==> config.mk <==
export PLATFORM = sky130hd
export DESIGN_NAME = dmsf_ctrl
export DESIGN_NICKNAME = d
export VERILOG_FILES = /design/src/dmsf_fifo.v /design/src/dmsf_ctrl.v
export VERILOG_INCLUDE_DIRS = /design/src
export SDC_FILE = /design/constraint.sdc
export NUM_CORES = 2
export LEC_CHECK = 0
export CAP_MARGIN = 20
export CORE_ASPECT_RATIO = 0.7
export CORE_UTILIZATION = 25
export CTS_BUF_LIST = sky130_fd_sc_hd__clkbuf_4
export DETAILED_ROUTE_END_ITERATION = 10
export DONT_BUFFER_PORTS = 1
export PLACE_DENSITY = 0.4
export SKIP_CTS_REPAIR_TIMING = 1
export SLEW_MARGIN = 5
export SYNTH_ARGS = -nofsm -noshare
export SYNTH_HDL_FRONTEND = slang
export SYNTH_SLANG_ARGS = --single-unit
export TNS_END_PERCENT = 30
==> constraint.sdc <==
create_clock -name sys_clk -period 5.3 [get_ports sys_clk]
set_input_delay 0.53 -clock sys_clk [delete_from_list [all_inputs] [get_ports sys_clk]]
set_output_delay 0.53 -clock sys_clk [all_outputs]
set_load 0.05 [all_outputs]
==> src/dmsf_consts.vh <==
// constants for the decoder mode, state and flow controller
// What this block does
// five modes by mode select; mp3 decoding is the reset default
// host does soft reset, then mode write, then run to change mode
// bypass takes audio only from converter port; volume and tone only
// adpcm decoder handles input and data request exactly like mp3
// serial bitstream bytes are written into a 256 byte input fifo
// data request drops low once buffer holds more than 252 bytes
// source stops sending within four byte times after stop request
// serial input up to 20 Mbit/s; buffer drains at stream bitrate
// source resumes before full buffer drains, about 6 ms at 320 kbit/s
// mp3 mode disables the fractional pll part; nominal audio clocks
// request polarity setting inverts the data request level
// broadcast mode gives no flow-control feedback to the source
// broadcast mode adjusts pcm clock to track incoming stream rate
// idle, init, decode states; idle after any reset until run
// idle outputs zero; clock runs only while mute is set
// play and mute changes ignored in init; applied entering decode
// init ends when first decoded samples reach the output stage
// decode play/mute table sets clock, decoding and pcm output
// sample clocks divide oversample clock; it divides the vco
// pll locks with input clock and valid stream; then clocks supplied
// reference 10, 14.31818 or 14.7456 MHz chosen by configuration
// bit gate low ignores serial data; gate changes with clock low
// serial bitstream bytes arrive most significant bit first
// any reset clears buffer pointers so data request re-asserts
`ifndef DMSF_CONSTS_VH
`define DMSF_CONSTS_VH
`define DMSF_MODE_ENC      3'h0
`define DMSF_MODE_DEC      3'h1
`define DMSF_MODE_BYPASS   3'h2
`define DMSF_MODE_MP3      3'h3
`define DMSF_MODE_BCAST    3'h4
`define DMSF_MODE_RESET    3'h3
`define DMSF_ST_IDLE       2'h0
`define DMSF_ST_INIT       2'h1
`define DMSF_ST_DECODE     2'h2
`define DMSF_FIFO_DEPTH    256
`define DMSF_FIFO_AW       8
`define DMSF_REQ_LIMIT     9'h0FC
`define DMSF_REF_10M       2'h0
`define DMSF_REF_14M318    2'h1
`define DMSF_REF_14M746    2'h2
`define DMSF_OVERSAMPLE_CLOCK_DIV_RST  8'h02
`define DMSF_FS_DIV_RST    8'h04
`define DMSF_TRIM_MAX      8'h20
`endif

==> src/dmsf_fifo.v <==
// parameterised byte fifo with valid/ready on both sides
`timescale 1ns/100ps
module dmsf_fifo #(
    parameter WIDTH = 8,
    parameter DEPTH = 256,
    parameter AW    = 8
) (
    input  wire             sys_clk,
    input  wire             resetn,
    input  wire             clear,
    input  wire [WIDTH-1:0] in_data,
    input  wire             in_valid,
    output wire             in_ready,
    output wire [WIDTH-1:0] out_data,
    output wire             out_valid,
    input  wire             out_ready,
    output wire [AW:0]      level
);
    reg [WIDTH-1:0] mem [0:DEPTH-1];
    reg [AW:0]      wr_ptr;
    reg [AW:0]      rd_ptr;
    wire            do_wr = in_valid && in_ready;
    wire            do_rd = out_valid && out_ready;

    assign level     = wr_ptr - rd_ptr;
    assign in_ready  = (level != DEPTH[AW:0]);
    assign out_valid = (wr_ptr != rd_ptr);
    assign out_data  = mem[rd_ptr[AW-1:0]];

    // storage has no reset; pointers alone define content
    always @(posedge sys_clk) begin
        if (do_wr) begin
            mem[wr_ptr[AW-1:0]] <= in_data;
        end
    end

    // pointers cleared by any reset
    always @(posedge sys_clk) begin
        if (!resetn || clear) begin
            wr_ptr <= {(AW+1){1'b0}};
            rd_ptr <= {(AW+1){1'b0}};
        end else begin
            if (do_wr) begin
                wr_ptr <= wr_ptr + 1'b1;
            end
            if (do_rd) begin
                rd_ptr <= rd_ptr + 1'b1;
            end
        end
    end
endmodule // dmsf_fifo

==> src/dmsf_ctrl.v <==
// decoder mode, decoding state and input flow controller
`timescale 1ns/100ps
`include "dmsf_consts.vh"
module dmsf_ctrl (
    input  wire        sys_clk,
    input  wire        resetn,
    input  wire        soft_reset,
    input  wire        mode_write,
    input  wire [2:0]  mode_select,
    input  wire        run_cmd,
    input  wire        play,
    input  wire        mute,
    input  wire        request_polarity,
    input  wire [1:0]  ref_select,
    input  wire        stream_valid,
    input  wire [7:0]  oversample_div,
    input  wire [7:0]  sample_div,
    input  wire        serial_bitstream_in,
    input  wire        receive_serial_clock,
    input  wire        bit_gate,
    input  wire        adc_valid,
    input  wire [31:0] adc_data,
    input  wire        drain_strobe,
    input  wire        sample_ready,
    output reg         data_request,
    output reg  [7:0]  stream_byte,
    output reg         stream_byte_valid,
    output reg  [31:0] pcm_out,
    output reg         pcm_clock_run,
    output reg         decoding,
    output reg  [1:0]  decoder_state,
    output reg  [2:0]  chip_mode,
    output reg         frac_pll_enable,
    output reg         pll_locked,
    output reg         dsp_master_clock,
    output reg         oversample_clock,
    output reg         sample_clock,
    output reg         buffer_overrun,
    output reg  [8:0]  buffer_level
);
    // synchronisers for pins from the far side
    reg  [1:0] sdi_sync;
    reg  [1:0] sck_sync;
    reg  [1:0] gate_sync;
    reg        sck_last;
    reg  [7:0] shift;
    reg  [2:0] bit_cnt;
    reg  [7:0] rx_byte;
    reg        rx_valid;
    reg  [1:0] state;
    reg  [1:0] next_state;
    reg        held_play;
    reg        held_mute;
    reg        first_out;
    reg  [7:0] oversample_clock_cnt;
    reg  [7:0] fs_cnt;
    reg  [7:0] trim;
    reg        ref_ok;
    reg        drain_go;

    wire       fifo_in_ready;
    wire [7:0] fifo_out_data;
    wire       fifo_out_valid;
    wire [8:0] fifo_level;

    wire       sck_rise;
    wire       is_bypass;
    wire       is_bcast;
    wire       flow_mode;
    wire       any_reset;
    wire       eff_play;
    wire       eff_mute;
    wire       req_level;
    wire [7:0] oversample_clock_limit;

    assign any_reset = !resetn || soft_reset;
    assign sck_rise  = sck_sync[1] && !sck_last;
    assign is_bypass = (chip_mode == `DMSF_MODE_BYPASS);
    assign is_bcast  = (chip_mode == `DMSF_MODE_BCAST);

    // adpcm decoder shares mp3 flow control; bypass and encoder do not gate it
    assign flow_mode = (chip_mode == `DMSF_MODE_MP3) || (chip_mode == `DMSF_MODE_DEC);
    // init holds the last captured play and mute
    assign eff_play  = (state == `DMSF_ST_INIT) ? held_play : play;
    assign eff_mute  = (state == `DMSF_ST_INIT) ? held_mute : mute;

    // two-stage synchronisers; first stage read only by second
    always @(posedge sys_clk) begin
        if (!resetn) begin
            sdi_sync  <= 2'h0;
            sck_sync  <= 2'h0;
            gate_sync <= 2'h0;
            sck_last  <= 1'b0;
        end else begin
            sdi_sync  <= {sdi_sync[0], serial_bitstream_in};
            sck_sync  <= {sck_sync[0], receive_serial_clock};
            gate_sync <= {gate_sync[0], bit_gate};
            sck_last  <= sck_sync[1];
        end
    end

    // bit deserialiser, msb first, gated by bit gate
    // oversampling limits the link to well below a quarter of sys_clk
    // partial byte lost on soft reset
    always @(posedge sys_clk) begin
        if (any_reset) begin
            shift    <= 8'h00;
            bit_cnt  <= 3'h0;
            rx_byte  <= 8'h00;
            rx_valid <= 1'b0;
        end else begin
            rx_valid <= 1'b0;
            if (sck_rise && gate_sync[1] && !is_bypass) begin
                shift   <= {shift[6:0], sdi_sync[1]};
                bit_cnt <= bit_cnt + 3'h1;
                if (bit_cnt == 3'h7) begin
                    rx_byte  <= {shift[6:0], sdi_sync[1]};
                    rx_valid <= 1'b1;
                end
            end
        end
    end

    // overrun flag: byte lost on full buffer; set wins over clear
    // flagged only, not counted
    always @(posedge sys_clk) begin
        if (!resetn) begin
            buffer_overrun <= 1'b0;
        end else if (rx_valid && !fifo_in_ready) begin
            buffer_overrun <= 1'b1;
        end else if (soft_reset) begin
            buffer_overrun <= 1'b0;
        end
    end

    // input buffer; cleared on either reset
    dmsf_fifo #(
        .WIDTH (8),
        .DEPTH (`DMSF_FIFO_DEPTH),
        .AW    (`DMSF_FIFO_AW)
    ) u_fifo (
        .sys_clk   (sys_clk),
        .resetn    (resetn),
        .clear     (soft_reset),
        .in_data   (rx_byte),
        .in_valid  (rx_valid),
        .in_ready  (fifo_in_ready),
        .out_data  (fifo_out_data),
        .out_valid (fifo_out_valid),
        .out_ready (drain_go),
        .level     (fifo_level)
    );

    // drain at stream rate: one byte per drain strobe, only in init or while decoding
    always @(*) begin
        drain_go = drain_strobe && fifo_out_valid && (decoding || state == `DMSF_ST_INIT);
    end

    // data request compares fill level with 252
    // four spare bytes absorb late sends
    assign req_level = (fifo_level > `DMSF_REQ_LIMIT) ? 1'b0 : 1'b1;

    // flow-control and byte outputs registered
    // registered so the pin never glitches
    always @(posedge sys_clk) begin
        if (!resetn) begin
            data_request      <= 1'b1;
            stream_byte       <= 8'h00;
            stream_byte_valid <= 1'b0;
            buffer_level      <= 9'h000;
        end else begin
            // broadcast gives no feedback: hold requesting level
            if (is_bcast || !flow_mode) begin
                data_request <= ~request_polarity;
            end else begin
                data_request <= req_level ^ request_polarity;
            end
            stream_byte_valid <= drain_go;
            if (drain_go) begin
                stream_byte <= fifo_out_data;
            end
            buffer_level <= fifo_level;
        end
    end

    // mode register; mp3 default, written only while idle
    // codes above broadcast refused
    always @(posedge sys_clk) begin
        if (!resetn) begin
            chip_mode <= `DMSF_MODE_RESET;
        end else if (mode_write && state == `DMSF_ST_IDLE && mode_select <= `DMSF_MODE_BCAST) begin
            chip_mode <= mode_select;
        end
    end

    // decoding state machine
    // decode left only by reset
    always @(*) begin
        next_state = state;
        case (state)
            `DMSF_ST_IDLE: begin
                if (run_cmd) begin
                    next_state = `DMSF_ST_INIT;
                end
            end
            `DMSF_ST_INIT: begin
                if (first_out) begin
                    next_state = `DMSF_ST_DECODE;
                end
            end
            `DMSF_ST_DECODE: begin
                next_state = `DMSF_ST_DECODE;
            end
            default: begin
                next_state = `DMSF_ST_IDLE;
            end
        endcase
    end

    // state register and init snapshot of play and mute
    // init stays deaf to play and mute
    always @(posedge sys_clk) begin
        if (any_reset) begin
            state     <= `DMSF_ST_IDLE;
            held_play <= 1'b0;
            held_mute <= 1'b0;
            first_out <= 1'b0;
        end else begin
            state <= next_state;
            if (state == `DMSF_ST_IDLE && run_cmd) begin
                held_play <= play;
                held_mute <= mute;
            end
            // first samples reach output: sample ready, or converter word in bypass
            first_out <= (state == `DMSF_ST_INIT) && (sample_ready || (is_bypass && adc_valid));
        end
    end

    // output gating per state and play/mute
    always @(posedge sys_clk) begin
        if (any_reset) begin
            pcm_out       <= 32'h00000000;
            pcm_clock_run <= resetn && mute; // idle at once
            decoding      <= 1'b0;
            decoder_state <= `DMSF_ST_IDLE;
        end else begin
            decoder_state <= state;
            case (state)
                `DMSF_ST_IDLE: begin
                    pcm_out       <= 32'h00000000;
                    pcm_clock_run <= mute;
                    decoding      <= 1'b0;
                end
                `DMSF_ST_INIT: begin
                    pcm_out       <= 32'h00000000;
                    pcm_clock_run <= held_mute;
                    decoding      <= 1'b1;
                end
                `DMSF_ST_DECODE: begin
                    pcm_clock_run <= eff_play || eff_mute;
                    decoding      <= eff_play;
                    // bypass passes converter words; other modes pass zero here
                    if (eff_play && !eff_mute && is_bypass && adc_valid) begin
                        pcm_out <= adc_data;
                    end else if (!eff_play || eff_mute) begin
                        pcm_out <= 32'h00000000;
                    end
                end
                default: begin
                    pcm_out       <= 32'h00000000;
                    pcm_clock_run <= 1'b0;
                    decoding      <= 1'b0;
                end
            endcase
        end
    end

    // reference and lock: only listed reference choices are accepted
    always @(posedge sys_clk) begin
        if (!resetn) begin
            ref_ok          <= 1'b0;
            pll_locked      <= 1'b0;
            frac_pll_enable <= 1'b0;
        end else begin
            ref_ok          <= (ref_select == `DMSF_REF_10M) || (ref_select == `DMSF_REF_14M318)
                               || (ref_select == `DMSF_REF_14M746);
            pll_locked      <= ref_ok && stream_valid;
            frac_pll_enable <= is_bcast;
        end
    end

    // broadcast trim nudges the divide by buffer fill; fixed at zero elsewhere
    // one step per sample clock toggle, half a sample period, while clocks run; one step every cycle while they are stopped
    always @(posedge sys_clk) begin
        if (any_reset) begin
            trim     <= 8'h00;
        end else if (is_bcast && fs_cnt == 8'h00 && oversample_clock_cnt == 8'h00) begin
            if (fifo_level > `DMSF_REQ_LIMIT && trim != 8'h00) begin
                trim <= trim - 8'h01;
            end else if (fifo_level < 9'h010 && trim != `DMSF_TRIM_MAX) begin
                trim <= trim + 8'h01;
            end
        end else if (!is_bcast) begin
            trim <= 8'h00;
        end
    end

    // limit wraps past 255
    assign oversample_clock_limit = oversample_div + trim;

    // clock dividers: sys clock as vco, oversample then sample rate
    // counters restart when stopped
    always @(posedge sys_clk) begin
        if (!resetn) begin
            oversample_clock_cnt         <= 8'h00;
            fs_cnt           <= 8'h00;
            oversample_clock <= 1'b0;
            sample_clock     <= 1'b0;
            dsp_master_clock <= 1'b0;
        end else if (!pll_locked || !pcm_clock_run) begin
            oversample_clock_cnt         <= 8'h00;
            fs_cnt           <= 8'h00;
            oversample_clock <= 1'b0;
            sample_clock     <= 1'b0;
            dsp_master_clock <= 1'b0;
        end else begin
            dsp_master_clock <= ~dsp_master_clock;
            if (oversample_clock_cnt >= oversample_clock_limit) begin
                oversample_clock_cnt         <= 8'h00;
                oversample_clock <= ~oversample_clock;
                if (fs_cnt >= sample_div) begin
                    fs_cnt       <= 8'h00;
                    sample_clock <= ~sample_clock;
                end else begin
                    fs_cnt <= fs_cnt + 8'h01;
                end
            end else begin
                oversample_clock_cnt <= oversample_clock_cnt + 8'h01;
            end
        end
    end
endmodule // dmsf_ctrl

# Word level (Yosys, flattened, before mapping)
# Memory sizes are Yosys's and may differ from the RTL's. A register that Yosys moved wholly into a read port is not among the register bits.
# Index checks and enable logic that the tools add are counted.
[word_totals]
ff_bits = 130
ram_bits = 2048
input_bits = 68
out_inout_bits = 64
word_cells = 150
memories = 1
[op_classes]
n_addsub = 9
order_cmp = 5
n_eq_ne = 16
mux = 22
bitwise_logic = 8
reduce_logical = 57
[memory_table]
columns = ["memory", "words", "width", "read_ports", "rd_clocked_by_memory_dff", "write_ports", "line", "source"]
rows = [
  ["u_fifo.mem", 256, 8, 1, 1, 1, "dmsf_fifo.v:19", "reg [WIDTH-1:0] mem [0:DEPTH-1];"],
]
[op_table]
columns = ["op", "n"]
rows = [
  ["2-to-1 mux 32 bit", 2],
  ["2-to-1 mux 8 bit", 5],
  ["adder 8 x 1 -> 8 bit (second input constant)", 3],
  ["logical AND 1 bit", 22],
  ["adder 9 x 1 -> 9 bit (second input constant)", 2],
  [">= comparator 8 bit", 2],
  ["zero test 8 bit", 2],
  ["zero test 1 bit", 10],
  ["logical OR 1 bit", 10],
  ["2-to-1 mux 1 bit", 10],
  ["greater-than comparator 9 x 8 -> 1 bit (second input constant)", 1],
  ["less-than comparator 9 x 5 -> 1 bit (second input constant)", 1],
  ["inequality test 9 bit", 1],
  ["inequality test 9 bit (second input constant)", 1],
  ["subtractor 9 bit", 1],
  ["adder 8 bit", 1],
  ["inequality test 8 x 6 -> 1 bit (second input constant)", 1],
  ["AND reduction 2 bit", 4],
  ["nonzero test 8 bit", 1],
  ["subtractor 8 x 1 -> 8 bit (second input constant)", 1],
  ["inverter 1 bit", 7],
  ["equality test 3 x 2 -> 1 bit (second input constant)", 2],
  ["equality test 3 bit (second input constant)", 2],
  ["case mux 2 bit (3 select lines)", 1],
  ["other kinds (16)", 24],
]

# Depth between registers and ports, before layout
[depth]
depth_word = 7
depth_mapped = 22
ltp_nobuf = 19

# Hierarchy
# A second synthesis with hierarchy kept.
[hier_totals]
hier_cells = 4382
hier_area_um2 = 85647.1
[modules_own_cells]
columns = ["module", "instances", "cells_each", "area_per_inst_um2", "seq_area_each_um2"]
rows = [
  ["dmsf_fifo", 1, 3756, 80273.2, 62019.5],
  ["dmsf_ctrl", 1, 626, 5373.9, 2402.3],
]

# Least setup slack after synthesis
# No wires, ideal clock.
[synth_path]
kind = "reg2reg"
start = "register u_fifo.rd_ptr[2]"
end = "register trim[7]"
setup_time_ps = 59
arrival_ps = 5005
t_required_ps = 5241
path_slack_ps = 236
stages_incl_launch_ff = 23
n_path_buf = 5
period_less_slack_ps = 5064
cell_sequence = "dfxtp_1 clkbuf_1 buf_2 inv_2 buf_2 buf_2 buf_1 ha_1 a211oi_4 nor3_1 or4_4 and2_4 a41oi_2 a21oi_1 ha_1 a21oi_1 o21ai_0 a21oi_1 o21bai_1 a21oi_1 xnor2_1 or4_1 nand2_1"
[synth_via]
elab_chain_len = 5
elab_cells_between_ends = 9
cone_classes = "add/sub: 1; order compare: 2; eq/ne: 1; mux: 2; reduce/logical: 3"
[synth_lines]
columns = ["element", "line", "source"]
rows = [
  ["from (decl)", "dmsf_fifo.v:21", "reg [AW:0] rd_ptr;"],
  ["from (signal assigned)", "dmsf_fifo.v:41", "rd_ptr <= {(AW+1){1'b0}};"],
  ["from (signal assigned)", "dmsf_fifo.v:47", "rd_ptr <= rd_ptr + 1'b1;"],
  ["subtractor 9 bit (*)", "dmsf_fifo.v:25", "assign level = wr_ptr - rd_ptr;"],
  ["greater-than comparator 9 x 8 -> 1 bit (no line) / less-than comparator 9 x 5 -> 1 bit (equally long branches)", "n/a", ""],
  ["logical AND 1 bit, on equally long branches", "n/a", ""],
  ["inequality test 3 x 1 -> 1 bit (no line) / 2-to-1 mux 8 bit (equally long branches)", "n/a", ""],
  ["AND reduction 2 bit (no line) / 2-to-1 mux 8 bit (equally long branches)", "n/a", ""],
  ["to (signal assigned)", "dmsf_ctrl.v:299", "trim <= trim - 8'h01;"],
  ["to (signal assigned)", "dmsf_ctrl.v:301", "trim <= trim + 8'h01;"],
  ["to (decl)", "dmsf_ctrl.v:57", "reg [7:0] trim;"],
]
# Every way passes the cells marked *; elsewhere a longest branch is shown, timed or not.
# A chain may end at the register's enable or synchronous reset.

# Worst setup path in the final report
[layout_path]
start = "register u_fifo.wr_ptr[0]"
end = "memory u_fifo.mem[7][1], enable pin"
[layout_via]
elab_chain_len = 5
[layout_lines]
columns = ["element", "line", "source"]
rows = [
  ["from (decl)", "dmsf_fifo.v:20", "reg [AW:0] wr_ptr;"],
  ["from (signal assigned)", "dmsf_fifo.v:40", "wr_ptr <= {(AW+1){1'b0}};"],
  ["from (signal assigned)", "dmsf_fifo.v:44", "wr_ptr <= wr_ptr + 1'b1;"],
  ["subtractor 9 bit", "dmsf_fifo.v:25", ""],
  ["inequality test 9 bit", "dmsf_fifo.v:26", "assign in_ready = (level != DEPTH[AW:0]);"],
  ["logical AND 1 bit", "dmsf_fifo.v:22", "wire do_wr = in_valid && in_ready;"],
  ["2-to-1 mux 1 bit", "dmsf_fifo.v:32", "if (do_wr) begin"],
  ["2-to-1 mux 1 bit (implied by the code)", "dmsf_fifo.v:33", "mem[wr_ptr[AW-1:0]] <= in_data;"],
  ["to (decl)", "dmsf_fifo.v:19", ""],
]
# Several ways; a longest one is shown, not always the timed one.

==> reports/results.tsv <==
stage	metric	value	unit
status	outcome	finished, final reports clean	
sta	final max-slew violation count	0	
pwr	Worst IR Drop VDD	0.000144	V
synthesis	library cell with the largest summed area after synthesis	sky130_fd_sc_hd__edfxtp_1	
synthesis	number of register bits inferred by synthesis	2186	
clock_network	number of buffers between clock root and the deepest sink	4	
global_routing	total congestion overflow	0	
placed_design	placed insts	8988	
synthesis	Ys Warns	0	
sta	time the worst path needs with I/O delays and setup	4.98	ns
global_routing	via count of the first global-routing pass	48000	
worst_setup_path	Worst EP required	6.20	ns
clock_network	clock latency on the worst-skew pair	1.31	ns
synthesis	number of flops mapped to enable cells by yosys	2048	
finish	fin cells	10000	
die	total I/O pin count	132	
clock_network	Root Buffer Master	sky130_fd_sc_hd__clkbuf_4	
routing	DRC violation total after the first TritonRoute iteration	4676	
clock_network	H-Tree Depth	6	
worst_setup_path	Worst setup EP type	register	
synthesis	Synth async-reset ratio	0	%
sta	worst relative slew slack	13.7	%
routing	Residual DRC	0	
worst_hold_path	worst hold stages	7	
flow_run	max-cap violation count	0	
global_routing	global router's overall resource usage	16.0	%
synthesis	Synth Instances	4564	
finish	share of layout cells above drive strength 1	27.3	%
clock_network	number of buffers inserted during clock tree synthesis	553	
clock_network	number of clock sinks	2186	
routing	remaining number of nets flagged by the antenna check after routing	0	
die	die width	703	um
routing	Avg WL per Cell	28.4	um
global_routing	pin count of the biggest net entering global routing	166	
pwr	Static Leakage	0.0332	uW
finish	final net count	5277	
worst_setup_path	startpoint-to-endpoint class of the critical path	reg -> reg	
sta	clock skew after layout	0.121	ns
placed_design	placer's final routability congestion estimate	0.789	
synthesis	number of different library cells in the post-synthesis netlist	82	
synthesis	Synth Net Count	4688	
routing	first-pass detailed-route iteration total	6	
clock_network	TritonCTS clock tree	built	
die	die footprint	347000	sq um
finish	synthesis-to-finish area growth	16.3	%
sta	setup violation total in the final timing report	0	
worst_setup_path	arrival time of data at the critical path endpoint	5.87	ns
sta	setup repair after global routing missed its margin	no	
synthesis	Top FF cell, synth	sky130_fd_sc_hd__edfxtp_1	
synthesis	fraction of post-synthesis cell area in the top cell type by area	71.5	%
die	Core Footprint	341000	sq um
die	starting density of the core	25.2	%
sta	transition at the pin with the smallest max-transition slack	1.29	ns
sta	final hold violation count	0	
placed_design	number of port buffers	0	
placed_design	detailed placer's ending HPWL	170000	um
synthesis	proportion of synthesized chip area in sequential cells	74.7	%
die	std cell rows	179	
routing	via density per instance	4.76	
worst_setup_path	cell depth of the worst flop-to-flop path	13	
sta	fin crit share	93.9	%
clock_network	clock input transition at the sequential cells of the worst setup and hold paths	0.06	ns
worst_hold_path	path type of the worst min-delay path	in -> reg	
synthesis	cells taking the most area after synthesis	sky130_fd_sc_hd__edfxtp_1, sky130_fd_sc_hd__mux4_2, sky130_fd_sc_hd__dfxtp_1	
global_routing	number of antenna violations at the first check in global routing	25	
sta	worst hold-check slack	0.0756	ns
pwr	Cell Pwr Density	330	nW/um^2
worst_setup_path	maximum fanout encountered on the critical timing path	11	
worst_setup_path	CP Launch Type	register	
die	DIE HEIGHT	493	um
sta	sum of negative setup slack	0	ns
synthesis	synthesized cell area	86000	sq um
synthesis	Avg Inst Size Synth	18.9	sq um
sta	fmax	201	MHz
routing	total number of vias	47800	
global_routing	global-route wire length before repair	392000	um
routing	Routed WL	285000	um
area by class of cell:
cell class	instances	area [sq um]
tap	4525	5660
inverter	35	136
antenna	9	22.5
sequential	2186	64300
clock buffer	773	5800
clock inverter	142	825
fill	33700	241000
multi-input combinational	2083	20300
timing repair buffer	294	2970
through the flow:
stage / instance area (sq um) / total power [uW] / setup WS (ns) / utilization, %
finish: 100000 / 33000 / 0.322 / 29.3
global route: 100000 / 34300 / 0.0714 / 29.3
CTS: 98600 / 33400 / 0.322 / 28.9
detailed placement: 92000 / 19000 / 0.328 / 27.0
global placement: 92000 / 19000 / 0.117 / 27.0
floorplan: 86000 / 19000 / 0.236 / -
cells in the mapped netlist, drive strengths merged, types with 53 or more instances:
cell type	n
nand2	213
a22oi	57
mux4	452
ha	53
clkbuf	114
buf	146
mux2i	183
edfxtp	2048
a21oi	146
nand3	62
o21ai	73
nor2	385
dfxtp	138
per-layer routing:
metal / track usage, % / vias to the layer above / wire [um]
li1: - / 20000 / -
met2: 22.5 / 1835 / 120000
met5: 0 / - / 57
met4: 3.64 / 10 / 5260
met1: 24.5 / 25600 / 138000
met3: 4.05 / 398 / 21400
critical path: stages (launching register included):
cell and delay, ns:
sky130_fd_sc_hd__dfxtp_1 0.37, sky130_fd_sc_hd__inv_1 0.15, sky130_fd_sc_hd__ha_1 0.18, sky130_fd_sc_hd__inv_1 0.05
sky130_fd_sc_hd__fa_1 0.43, sky130_fd_sc_hd__a211oi_4 0.37, sky130_fd_sc_hd__nor3_1 0.12, sky130_fd_sc_hd__or4_4 0.52
sky130_fd_sc_hd__nand2_1 0.10, sky130_fd_sc_hd__o41a_1 0.57, sky130_fd_sc_hd__and2_1 0.38, sky130_fd_sc_hd__nand2_2 0.36
sky130_fd_sc_hd__buf_12 0.33, sky130_fd_sc_hd__nor2_1 0.64
sequential cells by signal, indices dropped and copies added (netlist names), 2 cells and up:
name / flops
bit_cnt: 3
sdi_sync: 2
fs_cnt: 8
sck_sync: 2
buffer_level: 9
rx_byte: 8
stream_byte: 8
shift: 7
gate_sync: 2
u_fifo.mem: 2048
decoder_state: 2
oversample_clock_cnt: 8
u_fifo.rd_ptr: 9
pcm_out: 32
chip_mode: 3
trim: 8
u_fifo.wr_ptr: 9
state: 2
worst paths after layout:
path | start | to | slack [ns]
min reg2reg | sck_sync[0] | sck_sync[1] | 0.44
min | sample_div[6] | sample_clock | 0.08
max | u_fifo.wr_ptr[0] | u_fifo.mem[7][1] | 0.32
max reg2reg | u_fifo.wr_ptr[0] | u_fifo.mem[7][1] | 0.32
placed cells by master, fill, tap and decap left out, types with 45 or more instances in the layout:
cell                               n
sky130_fd_sc_hd__o21ai_0          69
sky130_fd_sc_hd__a22oi_1          57
sky130_fd_sc_hd__dlygate4sd3_1   131
sky130_fd_sc_hd__ha_1             53
sky130_fd_sc_hd__nor2_1          382
sky130_fd_sc_hd__mux2i_1         183
sky130_fd_sc_hd__clkbuf_4        773
sky130_fd_sc_hd__mux4_2          452
sky130_fd_sc_hd__clkinv_1         93
sky130_fd_sc_hd__nand3_1          61
sky130_fd_sc_hd__o22ai_1          45
sky130_fd_sc_hd__edfxtp_1       2048
sky130_fd_sc_hd__dfxtp_1         124
sky130_fd_sc_hd__buf_4           126
sky130_fd_sc_hd__a21oi_1         143
sky130_fd_sc_hd__nand2_1         198
where the power goes:
| part | internal [uW] | total, uW | switching (uW) |
|---|---|---|---|
| Clock | 7140 | 14300 | 7160 |
| Sequential | 18600 | 18600 | 15.8 |
| Combinational | 64.2 | 118 | 54.2 |
cells by family (layout without fill, tap and decap cells):
family,Yosys count,after routing,share of synthesized area [%]
flip-flops,2186,2186,74.7
XOR/XNOR,46,46,0.468
multiplexers,647,647,14.1
buffers and inverters,295,1244,1.73
AND/OR/NAND/NOR,826,826,4.21
adder cells (fa/ha/maj),56,56,0.841
other,0,9,0
AO/OA/AOI/OAI,508,508,3.94
(Power assumes the default switching activity.)
